File: src/shared/asp_pkg.sv
/*
 * asp_pkg: register map, field positions, reset values and codes of the
 * slot-based audio serial port.
 * Assumes a 32-bit word-addressed register bus with byte addresses.
 */
package asp_pkg;
    localparam int NSLOT = 4;

    // register byte offsets
    localparam logic [7:0] ADR_CTRL = 8'h00;
    localparam logic [7:0] ADR_CLKDIV = 8'h04;
    localparam logic [7:0] ADR_SLOT = 8'h08;
    localparam logic [7:0] ADR_WARN = 8'h0c;
    localparam logic [7:0] ADR_STATUS = 8'h10;
    localparam logic [7:0] ADR_IRQEN = 8'h14;
    localparam logic [7:0] ADR_TXFIFO = 8'h18;
    localparam logic [7:0] ADR_RXFIFO = 8'h1c;
    localparam logic [7:0] ADR_RXDR = 8'h20;
    localparam logic [7:0] ADR_TXDR = 8'h30;

    // reset values and writable bits
    localparam logic [31:0] CTRL_RST = 32'h0000_0000;
    localparam logic [31:0] CLKDIV_RST = 32'h0000_0000;
    localparam logic [31:0] SLOT_RST = 32'h0000_0000;
    localparam logic [31:0] WARN_RST = 32'h0000_0000;
    localparam logic [31:0] IRQEN_RST = 32'h0000_0000;
    localparam logic [31:0] CTRL_MASK = 32'h0000_03ff;
    localparam logic [31:0] CLKDIV_MASK = 32'h0000_7fff;
    localparam logic [31:0] SLOT_MASK = 32'h0000_ffff;
    localparam logic [31:0] WARN_MASK = 32'h0000_1f1f;
    localparam logic [31:0] IRQEN_MASK = 32'h0000_000f;

    // control fields
    localparam int CTRL_EN = 0;
    localparam int CTRL_SYNC = 1;
    localparam int CTRL_NET = 2;
    localparam int CTRL_SCS = 3;
    localparam int CTRL_W16 = 5;
    localparam int CTRL_SRC = 6;
    localparam int CTRL_FSL = 7;
    localparam int CLK_BIT_CLOCK_DIVIDER = 0;
    localparam int CLK_FRAME_CLOCK_DIVIDER = 8;
    localparam int SLOT_RXSA = 0;
    localparam int SLOT_TXSA = 4;
    localparam int SLOT_RXDSA = 8;
    localparam int SLOT_TXDSA = 12;
    localparam int WARN_RX = 0;
    localparam int WARN_TX = 8;

    // pending flag positions
    localparam int PND_RXO = 0;
    localparam int PND_RXW = 1;
    localparam int PND_TXU = 2;
    localparam int PND_TXW = 3;

    // long frame sync lengths in bit clocks
    localparam logic [4:0] FSL_LEN6 = 5'h06;
    localparam logic [4:0] FSL_LEN13 = 5'h0d;
    localparam logic [4:0] FSL_LEN14 = 5'h0e;
    localparam logic [4:0] FSL_LEN15 = 5'h0f;
    localparam logic [4:0] FSL_LEN16 = 5'h10;

    function automatic logic [4:0] fsl_len(input logic [2:0] code);
        unique case (code)
            3'h0: fsl_len = FSL_LEN6;
            3'h1: fsl_len = FSL_LEN13;
            3'h2: fsl_len = FSL_LEN14;
            3'h3: fsl_len = FSL_LEN15;
            default: fsl_len = FSL_LEN16;
        endcase
    endfunction
endpackage

File: src/hw/asp_divider.sv
/*
 * asp_divider: counter that divides a tick stream by ratio plus one.
 * Assumes en_i is a one-cycle tick in the clk_i domain.
 */
`timescale 1ns/1ps
`default_nettype none
module asp_divider #(
    parameter int W = 8
) (
    // system
    input wire logic clk_i,
    input wire logic rst_i,
    // control
    input wire logic clr_i,
    input wire logic en_i,
    input wire logic [W-1:0] ratio_i,
    // result
    output logic tick_o,
    output logic [W-1:0] cnt_o
);
    logic [W-1:0] cnt_reg;

    assign tick_o = en_i && (cnt_reg >= ratio_i);
    assign cnt_o = cnt_reg;

    always_ff @(posedge clk_i) begin
        if (rst_i || clr_i || tick_o) begin
            cnt_reg <= '0;
        end else if (en_i) begin
            cnt_reg <= cnt_reg + 1'b1;
        end
    end
endmodule
`default_nettype wire

File: src/hw/asp_dma_slot.sv
/*
 * asp_dma_slot: receive and transmit holding registers of one slot.
 * Assumes loads and takes are one-cycle pulses; a set beats a clear.
 */
`timescale 1ns/1ps
`default_nettype none
module asp_dma_slot (
    // system
    input wire logic clk_i,
    input wire logic rst_i,
    // receive holding
    input wire logic rx_load_i,
    input wire logic [15:0] rx_word_i,
    input wire logic rx_take_i,
    output logic [15:0] rx_data_o,
    output logic rx_full_o,
    // transmit holding
    input wire logic tx_write_i,
    input wire logic [15:0] tx_word_i,
    input wire logic tx_take_i,
    output logic [15:0] tx_data_o,
    output logic tx_full_o
);
    always_ff @(posedge clk_i) begin
        if (rst_i) begin
            rx_data_o <= 16'h0000;
            rx_full_o <= 1'b0;
        end else if (rx_load_i) begin
            // overwrite even when still full
            rx_data_o <= rx_word_i;
            rx_full_o <= 1'b1;
        end else if (rx_take_i) begin
            rx_full_o <= 1'b0;
        end
    end

    always_ff @(posedge clk_i) begin
        if (rst_i) begin
            tx_data_o <= 16'h0000;
            tx_full_o <= 1'b0;
        end else if (tx_write_i) begin
            tx_data_o <= tx_word_i;
            tx_full_o <= 1'b1;
        end else if (tx_take_i) begin
            // data kept, so an empty take resends it
            tx_full_o <= 1'b0;
        end
    end
endmodule
`default_nettype wire

File: src/hw/asp_audio_serial_port.sv
/*
 * asp_audio_serial_port: slot-based audio serial port with Wishbone
 * registers, transmit and receive FIFOs, per-slot DMA holding registers,
 * clock and frame sync generation and auxiliary frame syncs.
 * Assumes all inputs synchronous to clk_i; source clocks arrive as ticks.
 */
`timescale 1ns/1ps
`default_nettype none
module asp_audio_serial_port
    import asp_pkg::*;
#(
    parameter int FIFO_DEPTH = 16
) (
    // system
    input wire logic clk_i,
    input wire logic rst_i,
    // wishbone slave
    input wire logic wb_cyc_i,
    input wire logic wb_stb_i,
    input wire logic wb_we_i,
    input wire logic [7:0] wb_adr_i,
    input wire logic [3:0] wb_sel_i,
    input wire logic [31:0] wb_dat_i,
    output logic [31:0] wb_dat_o,
    output logic wb_ack_o,
    // prescaler input clocks as ticks
    input wire logic aux_clk_tick_i,
    input wire logic pll_clk_tick_i,
    // serial link
    output logic sck_o,
    output logic tx_frame_sync_o,
    output logic serial_tx_data_pin_o,
    output logic serial_tx_data_pin_oe_o,
    input wire logic serial_rx_data_pin_i,
    input wire logic rx_bit_clock_i,
    output logic rx_bit_clock_o,
    output logic rx_bit_clock_oe_o,
    input wire logic rx_frame_sync_i,
    output logic rx_frame_sync_o,
    output logic rx_frame_sync_oe_o,
    // system side
    output logic wakeup_frame_sync_o,
    output logic irq_o,
    output logic [3:0] rx_dma_req_o,
    output logic [3:0] tx_dma_req_o
);
    localparam int PW = $clog2(FIFO_DEPTH);

    // registers
    logic [31:0] ctrl_reg;
    logic [31:0] clkdiv_reg;
    logic [31:0] slot_reg;
    logic [31:0] warn_reg;
    logic [31:0] irqen_reg;
    logic [3:0] pend_reg;
    logic [3:0] pend_next;
    logic [31:0] rd_mux;

    // fifo storage and pointers
    logic [15:0] txf [FIFO_DEPTH];
    logic [15:0] rxf [FIFO_DEPTH];
    logic [PW-1:0] txwp_reg;
    logic [PW-1:0] txrp_reg;
    logic [PW-1:0] rxwp_reg;
    logic [PW-1:0] rxrp_reg;
    logic [PW:0] txcnt_reg;
    logic [PW:0] rxcnt_reg;

    // link state
    logic [15:0] txsh_reg;
    logic [15:0] rxsh_reg;
    logic [6:0] rxpos_reg;
    logic rxlive_reg;
    logic rxc_q_reg;
    logic rxfs_q_reg;
    logic frame_live_reg;

    // holding registers
    logic [15:0] hrx [NSLOT];
    logic [15:0] htx [NSLOT];
    logic [3:0] hrx_full;
    logic [3:0] htx_full;
    logic [3:0] rx_load;
    logic [3:0] rx_take;
    logic [3:0] tx_write;
    logic [3:0] tx_take;

    function automatic logic [31:0] merge(input logic [31:0] o,
                                          input logic [31:0] n,
                                          input logic [3:0] s);
        logic [31:0] r;
        r = o;
        for (int i = 0; i < 4; i++) begin
            if (s[i]) begin
                r[8*i +: 8] = n[8*i +: 8];
            end
        end
        return r;
    endfunction

    // control fields
    wire en = ctrl_reg[CTRL_EN];
    wire sync_m = ctrl_reg[CTRL_SYNC];
    wire net_m = ctrl_reg[CTRL_NET];
    wire [1:0] slot_count_select = ctrl_reg[CTRL_SCS +: 2];
    wire w16 = ctrl_reg[CTRL_W16];
    wire src_sel = ctrl_reg[CTRL_SRC];
    wire [2:0] frame_sync_length = ctrl_reg[CTRL_FSL +: 3];
    wire [7:0] bit_clock_divider = clkdiv_reg[CLK_BIT_CLOCK_DIVIDER +: 8];
    wire [6:0] frame_clock_divider = clkdiv_reg[CLK_FRAME_CLOCK_DIVIDER +: 7];
    wire [3:0] rxsa = slot_reg[SLOT_RXSA +: 4];
    wire [3:0] txsa = slot_reg[SLOT_TXSA +: 4];
    wire [3:0] rxdsa = slot_reg[SLOT_RXDSA +: 4];
    wire [3:0] txdsa = slot_reg[SLOT_TXDSA +: 4];
    wire [7:0] rxw = {3'h0, warn_reg[WARN_RX +: 5]};
    wire [7:0] txw = {3'h0, warn_reg[WARN_TX +: 5]};

    // bus decode
    wire bus_req = wb_cyc_i & wb_stb_i & ~wb_ack_o;
    wire bus_wr = bus_req & wb_we_i;
    wire bus_rd = bus_req & ~wb_we_i;
    wire [7:0] adr = {wb_adr_i[7:2], 2'b00};
    wire [1:0] adr_idx = adr[3:2];
    wire hit_rxdr = adr[7:4] == ADR_RXDR[7:4];
    wire hit_txdr = adr[7:4] == ADR_TXDR[7:4];
    wire lo_lanes = wb_sel_i[0] | wb_sel_i[1];

    // bit and frame clock prescalers
    wire src_tick = src_sel ? pll_clk_tick_i : aux_clk_tick_i;
    wire bit_tick;
    wire [7:0] bcnt;
    wire frame_tick;
    wire [6:0] pos;

    asp_divider #(.W(8)) u_bitdiv (
        .clk_i(clk_i),
        .rst_i(rst_i),
        .clr_i(~en),
        .en_i(src_tick),
        .ratio_i(bit_clock_divider),
        .tick_o(bit_tick),
        .cnt_o(bcnt)
    );

    asp_divider #(.W(7)) u_framediv (
        .clk_i(clk_i),
        .rst_i(rst_i),
        .clr_i(~en),
        .en_i(bit_tick),
        .ratio_i(frame_clock_divider),
        .tick_o(frame_tick),
        .cnt_o(pos)
    );

    wire half_tick = src_tick & (bcnt == (bit_clock_divider >> 1));
    wire [6:0] pos_nxt = frame_tick ? 7'h00 : pos + 7'h01;
    wire frame_start = bit_tick & (pos_nxt == 7'h00);
    wire live = frame_live_reg | frame_start;

    // transmit slot position
    wire [1:0] slot_max = net_m ? slot_count_select : 2'b00;
    wire [3:0] bmax = w16 ? 4'hf : 4'h7;
    wire [3:0] tslot = w16 ? {1'b0, pos_nxt[6:4]} : pos_nxt[6:3];
    wire [3:0] tbit = w16 ? pos_nxt[3:0] : {1'b0, pos_nxt[2:0]};
    wire tslot_ok = live & (tslot <= {2'b00, slot_max});
    wire [1:0] ts = tslot[1:0];
    wire tx_act = tslot_ok & txsa[ts];
    wire tx_load = bit_tick & tx_act & (tbit == 4'h0);
    wire tx_dma = txdsa[ts];
    wire tx_pop = tx_load & ~tx_dma;
    wire tx_empty = txcnt_reg == '0;
    wire tx_under = tx_pop & tx_empty;
    wire [PW-1:0] txrp_prev = txrp_reg - 1'b1;
    wire [15:0] tx_fifo_word = tx_under ? txf[txrp_prev] : txf[txrp_reg];
    wire [15:0] tx_word = tx_dma ? htx[ts] : tx_fifo_word;
    wire [15:0] tx_src = tx_load ? tx_word : txsh_reg;
    wire tx_bit = w16 ? tx_src[15] : tx_src[7];
    wire fs_next = en & live & (pos_nxt < {2'b00, fsl_len(frame_sync_length)});

    // receive clocking: shared or external
    wire ext_fall = rxc_q_reg & ~rx_bit_clock_i;
    wire ext_fs = ~rxfs_q_reg & rx_frame_sync_i;
    wire rx_fs = sync_m ? frame_start : ext_fs;
    wire rx_smp = sync_m ? half_tick : ext_fall;
    wire [6:0] rpos = rx_fs ? 7'h00 : rxpos_reg;
    wire [3:0] rslot = w16 ? {1'b0, rpos[6:4]} : rpos[6:3];
    wire [3:0] rbit = w16 ? rpos[3:0] : {1'b0, rpos[2:0]};
    wire [1:0] rs = rslot[1:0];
    wire rslot_ok = rslot <= {2'b00, slot_max};
    wire rx_done = rx_smp & (rxlive_reg | rx_fs) & (rbit == bmax)
                   & rslot_ok & rxsa[rs];
    wire [15:0] rx_raw = {rxsh_reg[14:0], serial_rx_data_pin_i};
    wire [15:0] rx_word = w16 ? rx_raw : {8'h00, rx_raw[7:0]};
    wire rx_to_dma = rx_done & rxdsa[rs];
    wire rx_push = rx_done & ~rxdsa[rs];
    wire rx_full = rxcnt_reg == (PW + 1)'(FIFO_DEPTH);
    wire rx_over = rx_push & rx_full;
    wire tx_push = bus_wr & (adr == ADR_TXFIFO) & lo_lanes;
    wire rx_pop = bus_rd & (adr == ADR_RXFIFO) & (rxcnt_reg != '0);

    // fifo levels and pending events
    wire [7:0] txc8 = 8'(txcnt_reg);
    wire [7:0] rxc8 = 8'(rxcnt_reg);
    wire rxw_set = (rxc8 > rxw) & ~rx_over;
    wire txw_set = en & (txc8 <= txw) & ~tx_under;
    wire [3:0] pend_set = {txw_set, tx_under, rxw_set, rx_over};
    wire [3:0] pend_clr = (bus_wr & (adr == ADR_STATUS) & wb_sel_i[0])
                          ? wb_dat_i[3:0] : 4'h0;
    assign pend_next = (pend_reg & ~pend_clr) | pend_set;

    // per-slot holding registers
    for (genvar g = 0; g < NSLOT; g++) begin : g_slot
        assign rx_load[g] = rx_to_dma & (rs == g);
        assign rx_take[g] = bus_rd & hit_rxdr & (adr_idx == g);
        assign tx_write[g] = bus_wr & hit_txdr & (adr_idx == g) & lo_lanes;
        assign tx_take[g] = tx_load & tx_dma & (ts == g);

        asp_dma_slot u_slot (
            .clk_i(clk_i),
            .rst_i(rst_i),
            .rx_load_i(rx_load[g]),
            .rx_word_i(rx_word),
            .rx_take_i(rx_take[g]),
            .rx_data_o(hrx[g]),
            .rx_full_o(hrx_full[g]),
            .tx_write_i(tx_write[g]),
            .tx_word_i(wb_dat_i[15:0]),
            .tx_take_i(tx_take[g]),
            .tx_data_o(htx[g]),
            .tx_full_o(htx_full[g])
        );
    end

    // read data selection
    always_comb begin
        rd_mux = 32'h0000_0000;
        if (hit_rxdr) begin
            rd_mux = {16'h0000, hrx[adr_idx]};
        end else if (hit_txdr) begin
            rd_mux = {16'h0000, htx[adr_idx]};
        end else begin
            unique case (adr)
                ADR_CTRL: rd_mux = ctrl_reg;
                ADR_CLKDIV: rd_mux = clkdiv_reg;
                ADR_SLOT: rd_mux = slot_reg;
                ADR_WARN: rd_mux = warn_reg;
                ADR_IRQEN: rd_mux = irqen_reg;
                ADR_STATUS: rd_mux = {rxc8, txc8, htx_full, hrx_full,
                                      4'h0, pend_reg};
                ADR_RXFIFO: rd_mux = {16'h0000, rxf[rxrp_reg]};
                default: rd_mux = 32'h0000_0000;
            endcase
        end
    end

    // bus answer: one cycle after the request
    always_ff @(posedge clk_i) begin
        if (rst_i) begin
            wb_ack_o <= 1'b0;
            wb_dat_o <= 32'h0000_0000;
        end else begin
            wb_ack_o <= bus_req;
            wb_dat_o <= bus_rd ? rd_mux : 32'h0000_0000;
        end
    end

    // configuration registers
    always_ff @(posedge clk_i) begin
        if (rst_i) begin
            ctrl_reg <= CTRL_RST;
            clkdiv_reg <= CLKDIV_RST;
            slot_reg <= SLOT_RST;
            warn_reg <= WARN_RST;
            irqen_reg <= IRQEN_RST;
        end else if (bus_wr) begin
            unique case (adr)
                ADR_CTRL: ctrl_reg <= merge(ctrl_reg, wb_dat_i, wb_sel_i)
                                      & CTRL_MASK;
                ADR_CLKDIV: clkdiv_reg <= merge(clkdiv_reg, wb_dat_i,
                                                wb_sel_i) & CLKDIV_MASK;
                ADR_SLOT: slot_reg <= merge(slot_reg, wb_dat_i, wb_sel_i)
                                      & SLOT_MASK;
                ADR_WARN: warn_reg <= merge(warn_reg, wb_dat_i, wb_sel_i)
                                      & WARN_MASK;
                ADR_IRQEN: irqen_reg <= merge(irqen_reg, wb_dat_i, wb_sel_i)
                                        & IRQEN_MASK;
                default: ;
            endcase
        end
    end

    // pending flags, interrupt and dma requests
    always_ff @(posedge clk_i) begin
        if (rst_i) begin
            pend_reg <= 4'h0;
            irq_o <= 1'b0;
            rx_dma_req_o <= 4'h0;
            tx_dma_req_o <= 4'h0;
        end else begin
            pend_reg <= pend_next;
            irq_o <= |(pend_reg & irqen_reg[3:0]);
            rx_dma_req_o <= hrx_full & rxdsa;
            tx_dma_req_o <= ~htx_full & txdsa & {4{en}};
        end
    end

    // transmit fifo
    always_ff @(posedge clk_i) begin
        if (tx_push) begin
            txf[txwp_reg] <= wb_dat_i[15:0];
        end
    end

    always_ff @(posedge clk_i) begin
        if (rst_i) begin
            txwp_reg <= '0;
            txrp_reg <= '0;
            txcnt_reg <= '0;
        end else begin
            if (tx_push) begin
                txwp_reg <= txwp_reg + 1'b1;
            end
            if (tx_pop & ~tx_empty) begin
                txrp_reg <= txrp_reg + 1'b1;
            end
            if (tx_push & ~(tx_pop & ~tx_empty)) begin
                if (txcnt_reg != (PW + 1)'(FIFO_DEPTH)) begin
                    txcnt_reg <= txcnt_reg + 1'b1;
                end
            end else if (~tx_push & tx_pop & ~tx_empty) begin
                txcnt_reg <= txcnt_reg - 1'b1;
            end
        end
    end

    // receive fifo
    always_ff @(posedge clk_i) begin
        if (rx_push & ~rx_full) begin
            rxf[rxwp_reg] <= rx_word;
        end
    end

    always_ff @(posedge clk_i) begin
        if (rst_i) begin
            rxwp_reg <= '0;
            rxrp_reg <= '0;
            rxcnt_reg <= '0;
        end else begin
            if (rx_push & ~rx_full) begin
                rxwp_reg <= rxwp_reg + 1'b1;
            end
            if (rx_pop) begin
                rxrp_reg <= rxrp_reg + 1'b1;
            end
            if ((rx_push & ~rx_full) & ~rx_pop) begin
                rxcnt_reg <= rxcnt_reg + 1'b1;
            end else if (~(rx_push & ~rx_full) & rx_pop) begin
                rxcnt_reg <= rxcnt_reg - 1'b1;
            end
        end
    end

    // transmit pins, frame syncs and bit clock
    always_ff @(posedge clk_i) begin
        if (rst_i || !en) begin
            sck_o <= 1'b0;
            tx_frame_sync_o <= 1'b0;
            wakeup_frame_sync_o <= 1'b0;
            serial_tx_data_pin_o <= 1'b0;
            serial_tx_data_pin_oe_o <= 1'b0;
            txsh_reg <= 16'h0000;
            frame_live_reg <= 1'b0;
            rx_bit_clock_o <= 1'b0;
            rx_frame_sync_o <= 1'b0;
            rx_bit_clock_oe_o <= 1'b0;
            rx_frame_sync_oe_o <= 1'b0;
        end else begin
            rx_bit_clock_oe_o <= sync_m & net_m;
            rx_frame_sync_oe_o <= sync_m & net_m;
            frame_live_reg <= live;
            if (bit_tick) begin
                sck_o <= 1'b1;
            end else if (half_tick) begin
                sck_o <= 1'b0;
            end
            if (bit_tick) begin
                tx_frame_sync_o <= fs_next;
                wakeup_frame_sync_o <= fs_next;
                rx_bit_clock_o <= sync_m & net_m & tslot_ok
                                  & (tslot == 4'h1) & (tbit == 4'h0);
                rx_frame_sync_o <= sync_m & net_m & tslot_ok
                                   & (tslot == 4'h2) & (tbit == 4'h0);
                serial_tx_data_pin_oe_o <= tx_act;
                serial_tx_data_pin_o <= tx_act & tx_bit;
                txsh_reg <= {tx_src[14:0], 1'b0};
            end
        end
    end

    // receive shift register and slot position
    always_ff @(posedge clk_i) begin
        if (rst_i || !en) begin
            rxsh_reg <= 16'h0000;
            rxpos_reg <= 7'h00;
            rxlive_reg <= 1'b0;
            rxc_q_reg <= 1'b0;
            rxfs_q_reg <= 1'b0;
        end else begin
            rxc_q_reg <= rx_bit_clock_i;
            rxfs_q_reg <= rx_frame_sync_i;
            if (rx_fs) begin
                rxlive_reg <= 1'b1;
            end
            if (rx_smp) begin
                rxsh_reg <= rx_raw;
                rxpos_reg <= (rpos == 7'h7f) ? rpos : rpos + 7'h01;
            end else begin
                rxpos_reg <= rpos;
            end
        end
    end
endmodule
`default_nettype wire

File: config.mk
export PLATFORM = sky130hd
export DESIGN_NAME = asp_audio_serial_port
export DESIGN_NICKNAME = d
export VERILOG_FILES = /design/src/shared/asp_pkg.sv /design/src/hw/asp_divider.sv /design/src/hw/asp_dma_slot.sv /design/src/hw/asp_audio_serial_port.sv
export SDC_FILE = /design/constraint.sdc
export NUM_CORES = 1
export LEC_CHECK = 0
export BUFFER_PORTS_ARGS = -buffer_cell sky130_fd_sc_hd__buf_2
export CAP_MARGIN = 20
export CORE_MARGIN = 2
export CORE_UTILIZATION = 45
export CTS_CLUSTER_DIAMETER = 200
export DETAILED_ROUTE_END_ITERATION = 12
export GPL_ROUTABILITY_DRIVEN = 1
export RECOVER_POWER = 50
export REMOVE_ABC_BUFFERS = 1
export SYNTH_ARGS = -nofsm -noshare
export SYNTH_HDL_FRONTEND = slang
export SYNTH_SLANG_ARGS = --single-unit
File: constraint.sdc
create_clock -name clk_i -period 13.15 [get_ports clk_i]
set_input_delay 0.6575 -clock clk_i [delete_from_list [all_inputs] [get_ports clk_i]]
set_output_delay 0.6575 -clock clk_i [all_outputs]
set_load 0.03 [all_outputs]
==> results list, run 1 <==
- Routability cong.: 0.8619
* Worst hold-check path type: primary input to register
* Final period utilization: 51.72%
* Detailed Route Iter0 Violations: 2325
- For this design the ratio of total power to cell area is 131.3 nW/um^2.
* Run status: finished, violations left
* Synth Area in Simple Gates: 9.271%
- Dividing the detail-routed via count by the number of cells gives 6.158.
* Crit path launch: wb_adr_i[3]
- Maximum vdd drop: 0.0001128 V
- Global-route wire length before repair: 155400 um
- Maximum fanout count along the critical path: 48
* Routed wire per std cell: 25.66 um
- Slack of the worst reg-to-reg path: 6.76 ns
- Hold repair after CTS inserted 0 buffers.
- The synthesized design contains 840 register bits.
- Clock transition time at the flip-flop clock pins of the worst setup and hold paths: 0.06 ns
- Counting the fill cells in the layout gives 6911.
- Crit start category: primary input
- Area after DPL: 39080 um^2
- Aggregate global routing overflow: 0
* ANT cells: 0
* Number of flops mapped to enable cells by yosys: 512
* Critical Path Slowest Stage Cell: sky130_fd_sc_hd__clkbuf_1
- OpenSTA, run right after detailed placement, puts the worst setup slack at 6.949 ns.
- In this run the most critical hold path is launched from rx_bit_clock_i.
- During I/O placement, the number of pins put on the boundary was 105.
- The initialized floorplan defines 105 standard-cell rows.
- Measured against the total synthesized area, the mux share comes to 19.05%.
- Summing the areas of all compound-gate instances in the mapped netlist gives 7.237% of the synthesized area.
- Max-cap violations in this run came to 7.
* Maximum number of pins on one net before global-route repair: 107
- For the worst setup path, the data arrival time is 7.33 ns.
- The final-report max-slew violation count is 359.
* Gate count after technology mapping: 2803
* Adder and majority gate portion of the synthesized area: 1.914%
* Worst Hold Margin: 0.2589 ns
- Data on the critical path is required at its endpoint by 13.68 ns.
* Launching point of the worst reg2reg path: u_framediv.cnt_o[4]$_SDFFE_PP0P_
* Parity-gate share of the synthesized area counting xor and xnor cells: 1.054%
- For this run, the slowest stage of the critical path takes 2.46 ns.
- The tree built by TritonCTS fans out to 840 sinks.
* Worst setup slack after layout: 6.349 ns
- The number of setup buffers added after CTS is 0.
- Compared with the post-synthesis result, the final layout area differs by 12.57%.
- Port buffering added 78 buffers.
- Number of endpoints failing setup at the final stage: 0
- Measured against its own limit, the worst slew margin works out to -174.2%.
- Remaining routing DRC violations: 0
* Count of buffering cells on the critical path with inverters included: 4
- Summing the sequential cell areas from Yosys gives 58.67% of the chip area.
- Worst setup EP type: register
- Cells with a size suffix above 1 make up 19.15% of the layout.
- Largest registers: rxf x256, txf x256
* Antenna violations before repair: 1
- Synthesis instantiated 87 different standard cells from the library.
- Main combinational cell family by area after synthesis: multiplexers
- The final reports fail on capacitance limit, slew limit.
- CP top delay family: buffers and inverters
- All-Layer GR Usage: 24.06%
* Number of nets at the end of the flow: 2972
* Maximum clock insertion buffer count: 3
- Average cell area after synthesis: 13.34 um^2
- The tree is rooted in a sky130_fd_sc_hd__clkbuf_16.
- Derived from the worst setup path, the maximum achievable clock frequency is 0.1470 GHz.
- Static leakage: 13.93 nW
- Traced cell by cell, the critical path runs through buf_2 -> clkbuf_1 -> nand2_1 -> nor2_1 -> clkbuf_1 -> o211ai_1 -> ha_1 -> inv_1 -> ha_1 -> a21o_1 -> a21oi_1 -> xnor2_1 -> or3_1 -> a21oi_1.
- For this configuration, the core starts out at a cell density of 45.47%.
- Final worst clock skew: 0.05569 ns
- Yosys Warn Count: 0
- Summed over all layers, the routed wires come to 102900 um.
- Counting flops with an async set or reset pin after synthesis yields a share of 0%.
* Post-detailed-route count of antenna-violating nets: 0
- In this run the horizontal extent of the chip is 292.3 um.
* H-tree levels: 3
- TritonCTS built the clock tree.
* Unrepaired setup endpoints after global routing: no
* # resized after CTS: 0
- Core region area: 82240 um^2
* Clock latency on the worst-skew pair: 0.68 ns
* Class of the most critical setup path: primary input to register
- The floorplan step defined a die boundary enclosing 85420 um^2.
- Among all flip-flop cells after synthesis, the most frequent one is sky130_fd_sc_hd__edfxtp_1.
- The routed layout has 24700 vias.
* Final instance area: 42100 um^2
- Summing every instance area after synthesis gives 37400 um^2.
* Clock period minus worst slack: 6.801 ns
* Total Negative Setup Slacks: 0 ns
- For the pin with the worst max-slew slack, the measured transition is 4.113 ns.
- Counting the buffers created by CTS gives 93.
* Hold Violations, Final: 0
- The via count of the first global-routing pass came to 24630.
- Floorplan die height: 292.3 um
- Before antenna repair, the detailed router went through 8 iterations.
* HPWL after DPL: 65160 um
==> path summary, 6_finish.rpt <==
kind	end	cells after the start
max	rxcnt_reg[4]$_SDFFE_PP0P_	14
min	rxc_q_reg$_SDFF_PP0_	3
max reg2reg	txcnt_reg[4]$_SDFFE_PP0P_	20
min reg2reg	g_slot[0].u_slot.rx_data_o[7]$_SDFFE_PP0P_	2
==> Yosys cell counts, types with 5 or more instances <==
library cell | n | area [um^2]
sky130_fd_sc_hd__a211oi_1 | 5 | 37.54
sky130_fd_sc_hd__nor3_1 | 29 | 145.1
sky130_fd_sc_hd__buf_1 | 35 | 131.4
sky130_fd_sc_hd__o21ai_0 | 79 | 395.4
sky130_fd_sc_hd__xnor2_1 | 23 | 201.4
sky130_fd_sc_hd__nand2b_1 | 13 | 81.33
sky130_fd_sc_hd__and2_1 | 9 | 56.30
sky130_fd_sc_hd__clkbuf_1 | 114 | 427.9
sky130_fd_sc_hd__a31oi_1 | 21 | 131.4
sky130_fd_sc_hd__nand2_1 | 381 | 1430
sky130_fd_sc_hd__mux2i_1 | 74 | 740.7
sky130_fd_sc_hd__and3_1 | 23 | 143.9
sky130_fd_sc_hd__a21o_1 | 8 | 60.06
sky130_fd_sc_hd__buf_2 | 32 | 160.2
sky130_fd_sc_hd__xor2_1 | 22 | 192.7
sky130_fd_sc_hd__inv_1 | 58 | 217.7
sky130_fd_sc_hd__nor2_1 | 207 | 777.0
sky130_fd_sc_hd__or3_1 | 5 | 31.28
sky130_fd_sc_hd__a41oi_1 | 12 | 105.1
sky130_fd_sc_hd__mux2_2 | 21 | 236.5
sky130_fd_sc_hd__nand4_1 | 12 | 75.07
sky130_fd_sc_hd__a21oi_1 | 219 | 1096
sky130_fd_sc_hd__ha_1 | 54 | 675.7
sky130_fd_sc_hd__dfxtp_1 | 328 | 6566
sky130_fd_sc_hd__nand3_1 | 76 | 380.4
sky130_fd_sc_hd__edfxtp_1 | 512 | 15370
sky130_fd_sc_hd__nor3b_1 | 5 | 37.54
sky130_fd_sc_hd__nor2b_1 | 11 | 68.82
sky130_fd_sc_hd__a221oi_1 | 22 | 192.7
sky130_fd_sc_hd__mux4_2 | 273 | 6148
sky130_fd_sc_hd__buf_4 | 10 | 75.07
sky130_fd_sc_hd__a22oi_1 | 22 | 165.2
sky130_fd_sc_hd__a22o_1 | 5 | 43.79
==> kinds of logic (layout without fill, tap and decap cells) <==
kind of cell               count (synthesis)  after routing
DFF                                      840            840
and+or+nand+nor                          798            798
AOI/OAI and AO/OA                        441            441
muxes                                    368            368
buffers and inverters                    254            386
adders and majority gates                 56             56
xor gates and xnor gates                  45             45
other                                      1              6
==> per-layer routing <==
layer | up-vias | routed length [um] | GRT usage (%)
met1 | 12690 | 43020 | 33.30
met2 | 1087 | 49360 | 38.87
met5 | - | 0 | 0
li1 | 10720 | - | -
met4 | 0 | 3267 | 8.468
met3 | 203 | 7256 | 3.718
==> stage by stage <==
| stage | total power, mW | util [%] | instances |
|---|---|---|---|
| floorplan | 2.857 | - | 2613 |
| CTS | 5.568 | 51.37 | 4009 |
| detailed placement | 2.917 | 47.52 | 3836 |
| global placement | 2.914 | 47.49 | 3834 |
| finish | 5.527 | 51.19 | 4010 |
| global route | 5.676 | 51.19 | 4010 |
==> cells in the final DEF, fill, tap and decap left out, drive strengths merged, types with 5 or more instances in the layout <==
master and count:
o21ai 80, xor2 22, nand2b 14, bufinv 11, clkinv 39, a41oi 13, nor3b 5, a31oi 22
mux4 273, ha 54, buf 78, nand4 13, o211ai 5, nand3 76, a211oi 5, or3 6
and3 23, dfxtp 328, nor2 207, a221oi 22, clkbuf 195, and2 9, a21o 8, nor3 30
a22oi 22, a22o 5, nand2 382, edfxtp 512, a21oi 220, a311oi 5, conb 6, xnor2 23
inv 61, mux2 21, nor2b 11, mux2i 74
==> area by class of cell <==
cell class / instances / area [um^2] / share of cell area, %
clock buffer: 119 / 2495 / 5.927
clock inverter: 54 / 673.1 / 1.599
inverter: 59 / 221.5 / 0.5261
multi-input combinational: 1714 / 14570 / 34.61
sequential: 840 / 21950 / 52.15
tap: 1070 / 1339 / 3.180
timing repair buffer: 154 / 844.6 / 2.006
==> where the power goes <==
part	internal, mW	switching [mW]	total, mW	leakage [nW]
Clock	1.57	1.10	2.67	1.53
Combinational	0.0153	0.0682	0.0834	4.67
Sequential	2.78	0.000638	2.78	7.73
Total	4.36	1.17	5.53	13.9
==> worst register-to-register path, delay by kind of cell (launching register included) <==
| kind | cells | cell delay (ns) |
|---|---|---|
| simple gates | 5 | 1.10 |
| flops | 1 | 0.63 |
| fa+ha+maj | 3 | 1.06 |
| buf+inv | 2 | 0.64 |
| compound gates | 10 | 2.84 |
No activity file was read; power rests on OpenSTA's default activity.
==> inputs of run 2 (changes only) <==
clock period = 5.76 ns   (was 13.15 ns; I/O delays follow)
==> results list, run 2 (same netlist as run 1, synthesis figures left out) <==
* Transition time at the pin with the least slew margin: 3.483 ns
- Clock skew on the completed layout was measured at 0.05059 ns.
* Final period utilization: 94.55%
- Wires add up to 103600 um.
- Run status: finished, violations left
- Largest registers: rxf x256, txf x256
- Clock-pin slew was measured on the worst setup and hold paths at 0.06 ns.
- After layout, the worst setup slack is 0.3137 ns.
* Number of global-route vias before repair: 24520
- In the final timing run, aggregate negative setup slack is 0 ns.
- Across the run, the number of max-cap violations was 6.
- The floorplan step set the die width to 292.3 um.
- Entering global routing, the biggest net connects 96 pins.
- Number of I/O pins: 105
* Share of cells above drive strength 1: 20.36%
- By startpoint and endpoint, the worst setup path is classified as register to register.
- TritonCTS built the clock tree.
- Setup Slack @ Placement: 0.3246 ns
- Min-Delay Path Depth: 4
- The floorplan has 105 rows.
- CTS built an H-tree with a depth of 3.
* Hold Violations, Final: 0
* Routed vias: 24490
- CTS Root Cell: sky130_fd_sc_hd__clkbuf_16
- Headroom to the max-slew limit came out at -132.2%.
- The first global-routing pass estimated 155700 um of wire.
- STA classifies the critical path startpoint as a register.
- For this run, the detailed router's first-pass iteration total came to 6.
* Clock period minus worst slack: 5.446 ns
- The number of antenna diodes in the final layout is 0.
* Effective utilization at floorplan: 45.47%
* Number of port buffers: 78
- After global routing the overflow that remains totals 0.
* Maximum clock insertion buffer count: 3
* Highest clock rate: 0.1836 GHz
- Once detailed placement completed, the half-perimeter wirelength came to 66520 um.
- Core region area: 82240 um^2
- Inserted Clock Buffers: 89
* All-Layer GR Usage: 24.16%
- For the worst setup path, the data arrival time is 6.02 ns.
- The tree built by TritonCTS fans out to 840 sinks.
- Static leakage: 14.09 nW
- In this run the worst path has a maximum fanout of 9.
* Area growth from synthesis to layout: 13.08%
* Remaining routing DRC violations: 0
- Post-layout power: 12.45 mW
- Commonest cells after routing, fill and taps aside: 512 x sky130_fd_sc_hd__edfxtp_1, 381 x sky130_fd_sc_hd__nand2_1, 323 x sky130_fd_sc_hd__dfxtp_1, 273 x sky130_fd_sc_hd__mux4_2, 219 x sky130_fd_sc_hd__a21oi_1
* Unrepaired setup endpoints after global routing: no
* Req. time, crit path: 6.33 ns
* Number of endpoints failing setup at the final stage: 0
* Worst setup EP type: register
* Final max-slew violation count: 222
* Violated checks: capacitance limit, slew limit
- Counting cells, the worst reg-to-reg path comes to 21.
* Clock latency on the worst-skew pair: 0.67 ns
- Detailed Route Iter0 Violations: 2559
- Using the TritonRoute via totals, the vias-per-cell ratio works out to 6.067.
* Maximum vdd drop: 0.0002971 V
- In this run the power density over the cells is 294.5 nW/um^2.
- The tightest min-delay check is of the primary input to register type.
- Antenna violations before repair: 0
- Routability cong.: 0.9126
- Floorplan die height: 292.3 um
- At the end of the flow, the number of nets in the layout was 3001.
- Most frequent standard cell in the layout excluding fill and tap cells: sky130_fd_sc_hd__edfxtp_1
- Die area: 85420 um^2
- After detailed routing, the average wire length per cell comes to 25.66 um.
- The count of nets left with antenna violations once routing finished came out at 0.
- Number of fillers in the final layout: 6921
-- run 2: changes by cell type in the layout (fill, tap and decap cells not counted), moves of 3 or more --
cell,change
sky130_fd_sc_hd__clkinv_2,+7
sky130_fd_sc_hd__clkbuf_1,-5
sky130_fd_sc_hd__dlygate4sd3_1,+3
sky130_fd_sc_hd__buf_4,+33
sky130_fd_sc_hd__clkinv_1,-11
sky130_fd_sc_hd__buf_12,+3
sky130_fd_sc_hd__clkbuf_16,-4
sky130_fd_sc_hd__clkinv_4,+3
-- run 2: stage by stage --
| stage | std cells | cell area, um^2 | utilization (%) | hold slack [ns] |
|---|---|---|---|---|
| after global routing | 4037 | 42290 | 51.42 | 0.03865 |
| after floorplan | 2613 | 36590 | - | 0.3571 |
| after detailed placement | 3863 | 39300 | 47.79 | 0.4436 |
| after global placement | 3863 | 39300 | 47.79 | 0.4333 |
| final | 4037 | 42290 | 51.42 | 0.03082 |
| after CTS | 4033 | 42380 | 51.53 | 0.003305 |
-- run 2: layout make-up --
class	instances	area, um^2	area share [%]
flip-flops and latches	840	21950	51.91
multi-input cells	1714	14570	34.46
clock buffers	117	2422	5.728
well taps	1070	1339	3.166
repair buffers	187	1155	2.731
clock inverters	50	625.6	1.479
inverters	59	221.5	0.5237
-- run 2: layer usage --
layer / share of wire [%] / vias up / global-route usage, %
met4: 2.9 / 0 / 7.305
met5: 0 / - / 0
li1: - / 10790 / -
met1: 42 / 12510 / 33.59
met3: 6.9 / 191 / 3.900
met2: 48 / 998 / 39.30
-- run 2: path summary, 6_finish.rpt --
kind	from	end	slack, ns
min reg2reg	g_slot[0].u_slot.rx_data_o[4]$_SDFFE_PP0P_	g_slot[0].u_slot.rx_data_o[4]$_SDFFE_PP0P_	0.45
max	clkdiv_reg[12]$_SDFFE_PP0P_	rxcnt_reg[4]$_SDFFE_PP0P_	0.31
max reg2reg	clkdiv_reg[12]$_SDFFE_PP0P_	rxcnt_reg[4]$_SDFFE_PP0P_	0.31
min	wb_cyc_i	wb_ack_o$_SDFF_PP0_	0.03
-- run 2: where the power goes --
group | switching (mW) | leakage, nW | internal, mW
sequential | 0.00148 | 7.73 | 6.34
clock | 2.47 | 1.49 | 3.45
combinational | 0.158 | 4.87 | 0.0382
-- run 2: what timing repair did --
| item | CTS | global route |
|---|---|---|
| setup buffers | 0 | 3 |
| hold buffers | 3 | 0 |
| setup endpoints to repair | 0 | 1 |
| gates resized for setup | 0 | 2 |
| endpoints found under the hold margin | 3 | 0 |
-- run 2: worst max-delay path, stage by stage, from the launching register on --
cell and delay [ns]:
sky130_fd_sc_hd__dfxtp_1 0.37, sky130_fd_sc_hd__inv_1 0.08, sky130_fd_sc_hd__ha_1 0.35, sky130_fd_sc_hd__a21o_1 0.20, sky130_fd_sc_hd__a221o_1 0.35, sky130_fd_sc_hd__a41o_2 0.33
sky130_fd_sc_hd__a31o_4 0.29, sky130_fd_sc_hd__a311oi_4 0.39, sky130_fd_sc_hd__ha_1 0.31, sky130_fd_sc_hd__nor2b_1 0.13, sky130_fd_sc_hd__o21ai_0 0.19, sky130_fd_sc_hd__nand3_1 0.13
sky130_fd_sc_hd__a211o_1 0.27, sky130_fd_sc_hd__nor4b_4 0.32, sky130_fd_sc_hd__ha_1 0.25, sky130_fd_sc_hd__inv_1 0.11, sky130_fd_sc_hd__fa_1 0.41, sky130_fd_sc_hd__a21o_1 0.18
sky130_fd_sc_hd__a21oi_1 0.17, sky130_fd_sc_hd__xnor2_1 0.09, sky130_fd_sc_hd__or3_1 0.30, sky130_fd_sc_hd__a21oi_1 0.14
